--- src/design/tdcr_pkg.sv ---
// Purpose: Shared constants and carriers for the threshold / DC-removal /
//          channel 0 configuration register bank.
// Assumes: APB slave, 32-bit data, 16-bit registers in the low half.
// Notes:   Printed offsets are word indices; byte address is index * 4.
package tdcr_pkg;

  localparam logic [11:0] TDCR_IDX_TH_HIGH = 12'h007;
  localparam logic [11:0] TDCR_IDX_TH_LOW  = 12'h008;
  localparam logic [11:0] TDCR_IDX_CHANNEL_ZERO_CONFIG = 12'h009;
  localparam logic [11:0] TDCR_IDX_CD_CTRL = 12'h020;
  localparam logic [11:0] TDCR_IDX_STATUS  = 12'h021;

  localparam logic [15:0] TDCR_RST_REG  = 16'h0000;
  localparam logic [15:0] TDCR_MASK_LOW = 16'hff0f;
  localparam logic [15:0] TDCR_MASK_CH0 = 16'hffc7;
  localparam logic [15:0] TDCR_MASK_CD  = 16'h0071;

  localparam int TDCR_COEF_LSB  = 0;
  localparam int TDCR_COEF_MSB  = 3;
  localparam int TDCR_THL_LSB   = 8;
  localparam int TDCR_PHASE_LSB = 6;
  localparam int TDCR_DCOFF_BIT = 2;
  localparam int TDCR_CDEN_BIT  = 0;
  localparam int TDCR_CDNUM_LSB = 4;

  localparam logic [3:0] TDCR_COEF_OFF = 4'h0;
  localparam logic [7:0] TDCR_CNT_ONE  = 8'h01;

  typedef enum logic [1:0] {
    TDCR_IN_PINS  = 2'h0,
    TDCR_IN_SHORT = 2'h1,
    TDCR_IN_POS   = 2'h2,
    TDCR_IN_NEG   = 2'h3
  } tdcr_input_t;

  typedef struct packed {
    logic [15:0] thHigh;
    logic [15:0] thLow;
    logic [15:0] ch0Cfg;
    logic [15:0] cdCtrl;
  } tdcr_regs_t;

  typedef struct packed {
    logic [23:0] threshold;
    logic [3:0]  coefCode;
    logic        filterOn;
    logic [4:0]  coefShift;
    logic [9:0]  phaseDelay;
    logic        ch0FilterOn;
    tdcr_input_t inputSel;
  } tdcr_cfg_t;

endpackage

--- src/design/tdcr_detect.sv ---
// Purpose: Counts threshold exceedances and raises the detect flag.
// Assumes: resultValid pulses once per conversion result.
// Notes:   Flag is sticky; a new detect wins over a clear in one cycle.
`timescale 1ns/1ps
module tdcr_detect
  import tdcr_pkg::*;
(
  input  wire logic        core_clk,
  input  wire logic        rst_n,
  input  wire logic        enable,
  input  wire logic [2:0]  countSel,
  input  wire logic [23:0] threshold,
  input  wire logic        resultValid,
  input  wire logic [23:0] resultMag,
  input  wire logic        clearFlag,
  output logic             detectFlag
);

  typedef struct packed {
    logic [7:0] hits;
    logic       flag;
  } tdcr_det_state_t;

  tdcr_det_state_t st_q;
  tdcr_det_state_t st_d;
  logic [7:0]      needed;
  logic            exceed;

  always_comb begin
    needed = TDCR_CNT_ONE << countSel;
    exceed = resultValid && (resultMag > threshold);
    st_d   = st_q;
    if (clearFlag) begin
      st_d.flag = 1'b0;
    end
    if (!enable) begin
      st_d.hits = 8'h00;
    end else if (exceed) begin
      if (st_q.hits + TDCR_CNT_ONE >= needed) begin
        st_d.flag = 1'b1;
        st_d.hits = 8'h00;
      end else begin
        st_d.hits = st_q.hits + TDCR_CNT_ONE;
      end
    end
  end

  always_ff @(posedge core_clk or negedge rst_n) begin
    if (!rst_n) begin
      st_q <= '0;
    end else begin
      st_q <= st_d;
    end
  end

  assign detectFlag = st_q.flag;

endmodule // tdcr_detect

--- src/design/tdcr_regs.sv ---
// What this block does
// - Index 7h holds the 16-bit upper threshold, read-write, reset zero.
// - Index 8h bits 15:8 hold the lower threshold byte, reset zero.
// - The global DC-removal code comes from index 8h bits 3:0, reset zero.
// - Code zero turns the filter off; codes 1..15 give 1/4 down to 1/65536.
// - Channel 0 phase delay is a signed 10-bit count in bits 15:6.
// - Bit 2 clear follows the global code; set turns channel 0 filter off.
// - Bits 1:0 pick pins, shorted, positive or negative DC test input.
// - Channel 0 config at index 9h resets to all zeros.
// - Detect fires after 1 to 128 (power of two) exceedances.
//
// Purpose: APB register bank driving threshold, filter and channel 0 setup.
// Assumes: APB3, zero wait states, byte address = index * 4.
// Notes:   Reserved bits read zero; unmapped addresses answer pslverr.
//
// Chosen here: the APB interface to the registers.
`timescale 1ns/1ps
module tdcr_regs
  import tdcr_pkg::*;
(
  input  wire logic        core_clk,
  input  wire logic        rst_n,
  input  wire logic        psel,
  input  wire logic        penable,
  input  wire logic        pwrite,
  input  wire logic [13:0] paddr,
  input  wire logic [31:0] pwdata,
  output logic [31:0]      prdata,
  output logic             pready,
  output logic             pslverr,
  input  wire logic        resultValid,
  input  wire logic [23:0] resultMag,
  output tdcr_cfg_t        cfg,
  output logic             detectFlag
);

  ////////////////////////////////////////////////////////////////////////////
  typedef struct packed {
    tdcr_regs_t  regs;
    logic [31:0] rdata;
    logic        err;
  } tdcr_state_t;

  tdcr_state_t st_q;
  tdcr_state_t st_d;
  logic [11:0] index;
  logic        access;
  logic        wrEn;
  logic        clearDet;
  logic        detRaw;
  logic [15:0] wdata;

  function automatic logic known(input logic [11:0] idx);
    known = (idx == TDCR_IDX_TH_HIGH) || (idx == TDCR_IDX_TH_LOW) ||
            (idx == TDCR_IDX_CHANNEL_ZERO_CONFIG) || (idx == TDCR_IDX_CD_CTRL) ||
            (idx == TDCR_IDX_STATUS);
  endfunction

  assign index    = paddr[13:2];
  assign access   = psel && penable;
  assign wrEn     = access && pwrite;
  assign wdata    = pwdata[15:0];
  // Status write with bit 0 set clears the detect flag
  assign clearDet = wrEn && (index == TDCR_IDX_STATUS) &&
                    pwdata[TDCR_CDEN_BIT];

  ////////////////////////////////////////////////////////////////////////////
  always_comb begin
    st_d = st_q;
    if (wrEn) begin
      case (index)
        TDCR_IDX_TH_HIGH: st_d.regs.thHigh = wdata;
        TDCR_IDX_TH_LOW:  st_d.regs.thLow = wdata & TDCR_MASK_LOW;
        // Reserved bits are masked so stray host writes cannot stick
        TDCR_IDX_CHANNEL_ZERO_CONFIG: st_d.regs.ch0Cfg = wdata & TDCR_MASK_CH0;
        TDCR_IDX_CD_CTRL: st_d.regs.cdCtrl = wdata & TDCR_MASK_CD;
        default:          st_d.regs = st_q.regs;
      endcase
    end
    // Read data is captured in setup so prdata comes from a flop
    if (psel && !penable && !pwrite) begin
      case (index)
        TDCR_IDX_TH_HIGH: st_d.rdata = {16'h0000, st_q.regs.thHigh};
        TDCR_IDX_TH_LOW:  st_d.rdata = {16'h0000, st_q.regs.thLow};
        TDCR_IDX_CHANNEL_ZERO_CONFIG: st_d.rdata = {16'h0000, st_q.regs.ch0Cfg};
        TDCR_IDX_CD_CTRL: st_d.rdata = {16'h0000, st_q.regs.cdCtrl};
        TDCR_IDX_STATUS:  st_d.rdata = {31'h00000000, detRaw};
        default:          st_d.rdata = 32'h00000000;
      endcase
    end
    if (psel && !penable) begin
      st_d.err = !known(index);
    end
  end

  always_ff @(posedge core_clk or negedge rst_n) begin
    if (!rst_n) begin
      st_q.regs  <= {TDCR_RST_REG, TDCR_RST_REG,
                     TDCR_RST_REG, TDCR_RST_REG};
      st_q.rdata <= 32'h00000000;
      st_q.err   <= 1'b0;
    end else begin
      st_q <= st_d;
    end
  end

  assign prdata  = st_q.rdata;
  assign pready  = 1'b1;
  assign pslverr = access && st_q.err;

  ////////////////////////////////////////////////////////////////////////////
  // Config decode for the datapath
  always_comb begin
    cfg.threshold = {st_q.regs.thHigh,
                     st_q.regs.thLow[15:TDCR_THL_LSB]};
    cfg.coefCode  = st_q.regs.thLow[TDCR_COEF_MSB:TDCR_COEF_LSB];
    cfg.filterOn  = (cfg.coefCode != TDCR_COEF_OFF);
    // Coefficient is 2^-(code+1); code 1 gives a shift of 2
    cfg.coefShift = {1'b0, cfg.coefCode} + 5'h01;
    cfg.phaseDelay = st_q.regs.ch0Cfg[15:TDCR_PHASE_LSB];
    cfg.ch0FilterOn = cfg.filterOn &&
                      !st_q.regs.ch0Cfg[TDCR_DCOFF_BIT];
    cfg.inputSel = tdcr_input_t'(st_q.regs.ch0Cfg[1:0]);
  end

  tdcr_detect u_detect (
    .core_clk    (core_clk),
    .rst_n       (rst_n),
    .enable      (st_q.regs.cdCtrl[TDCR_CDEN_BIT]),
    .countSel    (st_q.regs.cdCtrl[TDCR_CDNUM_LSB +: 3]),
    .threshold   (cfg.threshold),
    .resultValid (resultValid),
    .resultMag   (resultMag),
    .clearFlag   (clearDet),
    .detectFlag  (detRaw)
  );

  assign detectFlag = detRaw;

endmodule // tdcr_regs

--- config.mk ---
export PLATFORM = sky130hd
export DESIGN_NAME = tdcr_regs
export DESIGN_NICKNAME = d
export VERILOG_FILES = /design/src/design/tdcr_pkg.sv /design/src/design/tdcr_detect.sv /design/src/design/tdcr_regs.sv
export SDC_FILE = /design/constraint.sdc
export NUM_CORES = 1
export LEC_CHECK = 0
export BUFFER_PORTS_ARGS = -buffer_cell sky130_fd_sc_hd__buf_4
export CORE_UTILIZATION = 35
export DETAILED_ROUTE_END_ITERATION = 16
export SETUP_SLACK_MARGIN = 0.05
export SLEW_MARGIN = 30
export SYNTH_ARGS = -nofsm -noshare
export SYNTH_HDL_FRONTEND = slang
export SYNTH_SLANG_ARGS = --single-unit
export TNS_END_PERCENT = 1
--- constraint.sdc ---
create_clock -name core_clk -period 8.82 [get_ports core_clk]
set_clock_uncertainty 0.2 [all_clocks]
set_input_delay 1.764 -clock core_clk [delete_from_list [all_inputs] [get_ports core_clk]]
set_output_delay 1.764 -clock core_clk [all_outputs]
set_load 0.05 [all_outputs]
==> results.py, run 1 <==
metrics = {
    "sta": {
        "slew_viol_final": 0,
        "tns_ns": 0,
        "worstMarginPinSlew_ns": 0.995,
        "period_needed_ns": 4.58,
        "holdWs_ns": 0.275,
        "fmax_mhz": 218,
        "fin_crit_sh_pct": 51.9,
        "layout_setup_ws_ns": 4.24,
        "setup_violations": 0,
        "hold_violations": 0,
        "relSlewSlack_pct": 33.7,
        "grt_setup_unrepaired": "no",
    },
    "cts": {
        "cts_resized": 0,
        "ctsRootBufferMaster": "clkbuf_16",
        "numCtsBuffers": 9,
        "cts_hold_buffers": 0,
        "htree_num_levels": 3,
        "cts_tree": "done",
        "clk_latency_ns": 0.33,
        "cts_setup_buffers": 0,
        "cts.clk_slew.worst_paths_ns": 0.05,
        "cts.sinks": 71,
        "clockBufferDepth": 2,
    },
    "cells_and_area": {
        "syn2layout_area_growth_pct": 18.3,
        "multi_input_area_sq_um": 2330,
        "antennaDiodeCount": 0,
        "num-fill-cells": 1303,
        "nNetsFinal": 673,
        "regArea_sq_um": 1780,
        "finalNonFillerCells": 743,
        "drive_gt1_share_pct": 32.3,
    },
    "place": {
        "pre_cts_ws_ns": 3.86,
        "gp_congestion": 0.816,
        "place_hpwl_um": 8780,
        "placed_cells": 727,
        "port_buffers": 122,
    },
    "worst_setup_path": {
        "regToRegSetupSlack_ns": 5.73,
        "critPathMaxFanout": 17,
        "path_class": "in -> reg",
        "worstSetupEndpointType": "flip-flop",
        "r2r-end": "u_detect.st_q[5]",
        "arrival_ns": 4.59,
        "critPathLaunchType": "input pin",
        "r2r_cells": 10,
        "r2r_start": "u_detect.st_q[3]",
        "cp.required_ns": 8.83,
    },
    "worst_hold_path": {
        "hold_end": "st_q[0]",
        "worstHoldPathCells": 2,
        "hold_start": "st_q[0]",
        "hold_class": "reg -> reg",
    },
    "drt": {
        "dr.pass1.iters": 4,
        "drt-vias-per-instance": 4.94,
        "antenna_left": 0,
        "drc_errors": 0,
        "drt-total-wl_um": 11600,
        "drt_iter0_markers": 200,
        "wl_per_cell_um": 15.6,
        "via_count": 3673,
    },
    "power": {
        "fin_total_pwr_w": 0.00100,
        "powerDensity_nw_per_um2": 176,
        "p_leak_nw": 2.82,
        "peakVddDrop_mv": 0.0778,
    },
    "floorplanning": {
        "initial_core_util_pct": 36.1,
        "die_h_um": 119,
        "ios": 158,
        "die_w_um": 119,
        "num_rows": 42,
        "die-area_sq_um": 14200,
        "core_area_sq_um": 13300,
    },
    "synth": {
        "ys.warnings.count": 0,
        "synth.distinct_cells": 52,
        "synth_area_per_cell_sq_um": 9.52,
        "synthArstFlopShare_pct": 100,
        "netlist_area_sq_um": 4800,
        "synthFlopType": "dfrtp_1",
        "yosysTopAreaCell": "dfrtp_1",
        "synth_area_leaders": "dfrtp_1 37%, buf_4 12%, ha_1 9.1%",
        "yosysSeqAreaShare_pct": 37.0,
        "ys_ff_latch": 71,
        "synth-edff-count": 0,
        "synth_top_cell_area_share_pct": 37.0,
        "synth_cells": 504,
    },
    "grt": {
        "grt_usage_pct": 16.8,
        "grt_pass1_wl_um": 18600,
        "grt_pass1_vias": 3655,
        "antenna_found_initial": 0,
        "grt_max_degree": 72,
        "gr-total-overflow": 0,
    },
    "outcome": {
        "status": "completed",
    },
    "run": {
        "maxCapViolCount": 0,
    },
}
==> flip-flops by register name, indices dropped and copies added, names as in the netlist <==
signal               flops
cfg                     40
u_detect.st_q            8
st_q                     6
prdata                  16
u_detect.detectFlag      1
==> through the flow <==
step | instance area (sq um) | utilization (%)
floorplan | 4850 | -
global placement | 5380 | 40.4
detailed placement | 5380 | 40.4
CTS | 5670 | 42.7
global route | 5680 | 42.7
finish | 5680 | 42.7
==> Yosys cell counts, types with 2 or more instances <==
library cell and count:
and3_1 5, or3b_2 3, nor4_1 2, xor2_1 3, inv_1 31, a21o_1 4, o31ai_1 3, o2111ai_1 5
a22oi_1 4, nand4_1 5, ha_1 35, nor3_1 7, mux2_2 25, nand2_1 29, mux2_4 10, dfrtp_1 71
a21oi_1 39, nor2_1 43, o22ai_1 2, nand3_1 17, and4_1 2, nand3b_1 3, o211ai_1 2, xnor2_1 5
buf_2 4, conb_1 2, buf_4 74, clkbuf_1 12, mux2i_1 15, or3_1 5, o21ai_0 16
==> per-layer routing <==
metal  vias to the layer above  global-route usage (%)  part of all wire, %
met4                         0                    5.54                  1.5
met5                         -                       0                    0
met2                       112                    28.7                   49
met1                      1770                    20.9                   44
met3                        13                    3.83                  5.2
li1                       1778                       -                    -
==> kinds of logic (layout without fill, tap and decap cells) <==
logic type | after synthesis | in the layout | synth area share [%]
xor+xnor | 8 | 8 | 1.46
buf+inv | 123 | 171 | 15.7
mux | 50 | 50 | 12.1
other cells | 2 | 17 | 0.157
fa+ha+maj | 35 | 35 | 9.13
compound gates | 84 | 84 | 10.5
simple gates | 131 | 131 | 14.0
flops | 71 | 71 | 37.0
==> worst max-delay path by stage <==
stage	startpoint	endpoint	slack, ns	depth (start not counted)
2_1_floorplan	penable	pslverr	4.65	1
3_3_place_gp	paddr[11]	cfg[43]	3.96	6
3_5_place_dp	paddr[11]	cfg[35]	3.86	6
4_1_cts	paddr[11]	cfg[35]	4.20	6
5_1_grt	paddr[11]	cfg[38]	4.11	6
6_report	paddr[11]	cfg[35]	4.24	6
==> critical path, stage by stage <==
cell	delay [ns]
buf_4	0.11
or4_4	0.55
and3b_1	0.83
inv_1	0.15
nor2_2	0.76
mux2_2	0.42
==> cell type report <==
class	count	area share, %
well taps	176	3.88
inverters	31	2.05
multi-input cells	325	41.1
repair buffers	124	16.5
flip-flops and latches	71	31.3
clock buffers	14	5.00
clock inverters	2	0.220
==> power breakdown <==
part	internal (W)	switching (W)
Sequential	0.000352	0.0000297
Combinational	0.000104	0.000160
Clock	0.000221	0.000134
Total	0.000676	0.000324
==> layout by cell type (no fill, tap or decap), types with 2 or more instances in the layout <==
cell type	instances
nand3b_1	3
a22oi_1	4
or3b_2	3
clkbuf_8	4
inv_1	31
clkbuf_16	9
and3_1	5
buf_4	123
or3_1	5
nand2_1	29
nand3_1	17
and4_1	2
o211ai_1	2
dfrtp_1	71
conb_1	17
nor4_1	2
nor2_1	42
mux2_2	25
xor2_1	3
a21oi_1	39
o21ai_0	16
a21o_1	4
ha_1	35
nor3_1	6
xnor2_1	5
nand4_1	5
mux2i_1	15
nor2_2	2
mux2_4	10
o22ai_1	2
o31ai_1	3
o2111ai_1	5
Power figures use the tool's default switching activity.
==> run 2: changes to the inputs <==
- clock period: 8.82 -> 4.1 ns (I/O delays scaled with it)
==> run 2 against run 1 <==
Sequential share of layout area barely moved; global-route usage increased by 0.21 points; cell count is 0.27% higher; worst hold slack about the same; critical endpoint is now cfg[6].
==> results.py, run 2 (synthesis gave the netlist of run 1 again) <==
metrics = {
    "sta": {
        "slew_viol_final": 0,
        "setup_violations": 0,
        "fmax_mhz": 304,
        "hold_violations": 0,
        "fin_crit_sh_pct": 80.2,
        "relSlewSlack_pct": 35.9,
        "period_needed_ns": 3.29,
        "grt_setup_unrepaired": "no",
        "holdWs_ns": 0.275,
        "tns_ns": 0,
        "worstMarginPinSlew_ns": 0.961,
    },
    "cts": {
        "cts_resized": 0,
        "htree_num_levels": 3,
        "cts_hold_buffers": 0,
        "cts.sinks": 71,
        "numCtsBuffers": 9,
        "cts_setup_buffers": 0,
        "clockBufferDepth": 2,
        "clk_latency_ns": 0.33,
        "cts.clk_slew.worst_paths_ns": 0.06,
        "ctsRootBufferMaster": "clkbuf_16",
        "cts_tree": "done",
    },
    "place": {
        "dpl-instance-area_sq_um": 5400,
        "port_buffers": 122,
        "gp_congestion": 0.843,
        "place_hpwl_um": 8830,
    },
    "run": {
        "maxCapViolCount": 0,
    },
    "worst_setup_path": {
        "worstSetupEndpointType": "flip-flop",
        "path_class": "in -> reg",
        "critPathLaunchType": "input pin",
        "critPathMaxFanout": 16,
        "cp.required_ns": 4.11,
        "arrival_ns": 3.30,
    },
    "cells_and_area": {
        "largest_reg_flops": 40,
        "nNetsFinal": 676,
        "final_common_cell": "buf_4",
        "most-common-layout-cells": "126 x buf_4, 71 x dfrtp_1, 42 x nor2_1",
        "num-fill-cells": 1308,
        "antennaDiodeCount": 0,
        "final_area_sq_um": 5680,
        "drive_gt1_share_pct": 32.3,
        "multi_input_area_sq_um": 2330,
        "syn2layout_area_growth_pct": 18.5,
        "regArea_sq_um": 1780,
    },
    "power": {
        "p_leak_nw": 2.83,
        "peakVddDrop_mv": 0.165,
        "powerDensity_nw_per_um2": 376,
    },
    "drt": {
        "drt-total-wl_um": 11700,
        "wl_per_cell_um": 15.7,
        "drt-vias-per-instance": 4.96,
        "antenna_left": 0,
        "drc_errors": 0,
        "dr.pass1.iters": 4,
        "via_count": 3695,
        "drt_iter0_markers": 244,
    },
    "floorplanning": {
        "die_h_um": 119,
        "num_rows": 42,
        "core_area_sq_um": 13300,
        "initial_core_util_pct": 36.1,
        "die-area_sq_um": 14200,
        "die_w_um": 119,
        "ios": 158,
    },
    "grt": {
        "gr-total-overflow": 0,
        "grt_max_degree": 72,
        "antenna_found_initial": 0,
        "grt_usage_pct": 17.1,
        "grt_pass1_wl_um": 18800,
        "grt_pass1_vias": 3606,
    },
    "outcome": {
        "status": "completed",
    },
    "worst_hold_path": {
        "hold_class": "in -> async",
    },
}
run 2: layout make-up:
| type | count | share of cell area, % |
|---|---|---|
| multi-input cells | 325 | 41.1 |
| clock buffers | 11 | 4.09 |
| repair buffers | 127 | 16.8 |
| well taps | 176 | 3.87 |
| clock inverters | 4 | 0.836 |
| flip-flops and latches | 71 | 31.3 |
| inverters | 31 | 2.05 |
run 2: metrics by stage:
step | cells | utilization [%] | total power, W | worst slack (ns)
after floorplan | 519 | - | 0.00126 | 1.21
after global placement | 730 | 40.6 | 0.00138 | 0.522
after detailed placement | 730 | 40.6 | 0.00140 | 0.510
after CTS | 745 | 42.7 | 0.00215 | 0.836
after global routing | 745 | 42.8 | 0.00226 | 0.715
final | 745 | 42.8 | 0.00214 | 0.814
run 2: final timing paths:
check,startpoint,cells after the start,slack [ns],to
setup / recovery,paddr[11],6,0.81,cfg[6]
hold / removal,rst_n,1,0.28,cfg[8]
setup reg to reg,u_detect.st_q[3],10,1.00,u_detect.st_q[5]
hold reg to reg,st_q[0],2,0.28,st_q[0]
max in group asynchronous,rst_n,1,2.93,cfg[36]
min in group core_clk,st_q[0],2,0.28,st_q[0]
run 2: layer usage:
| metal | GRT usage, % | routed length [um] | vias up |
|---|---|---|---|
| met3 | 3.74 | 692 | 9 |
| met4 | 4.98 | 159 | 0 |
| met5 | 0 | 0 | - |
| met1 | 21.8 | 5020 | 1781 |
| li1 | - | - | 1783 |
| met2 | 28.7 | 5800 | 122 |
run 2: worst max-delay path, cell delays in order:
cell	delay, ns
buf_4	0.11
or4_4	0.55
nor3_4	0.18
nand4b_4	0.34
or3_1	0.83
mux2_4	0.45
run 2: power by group:
group          switching, W  total [W]  internal (W)
Sequential        0.0000623   0.000819      0.000757
Combinational      0.000344   0.000567      0.000222
Clock              0.000285   0.000750      0.000466
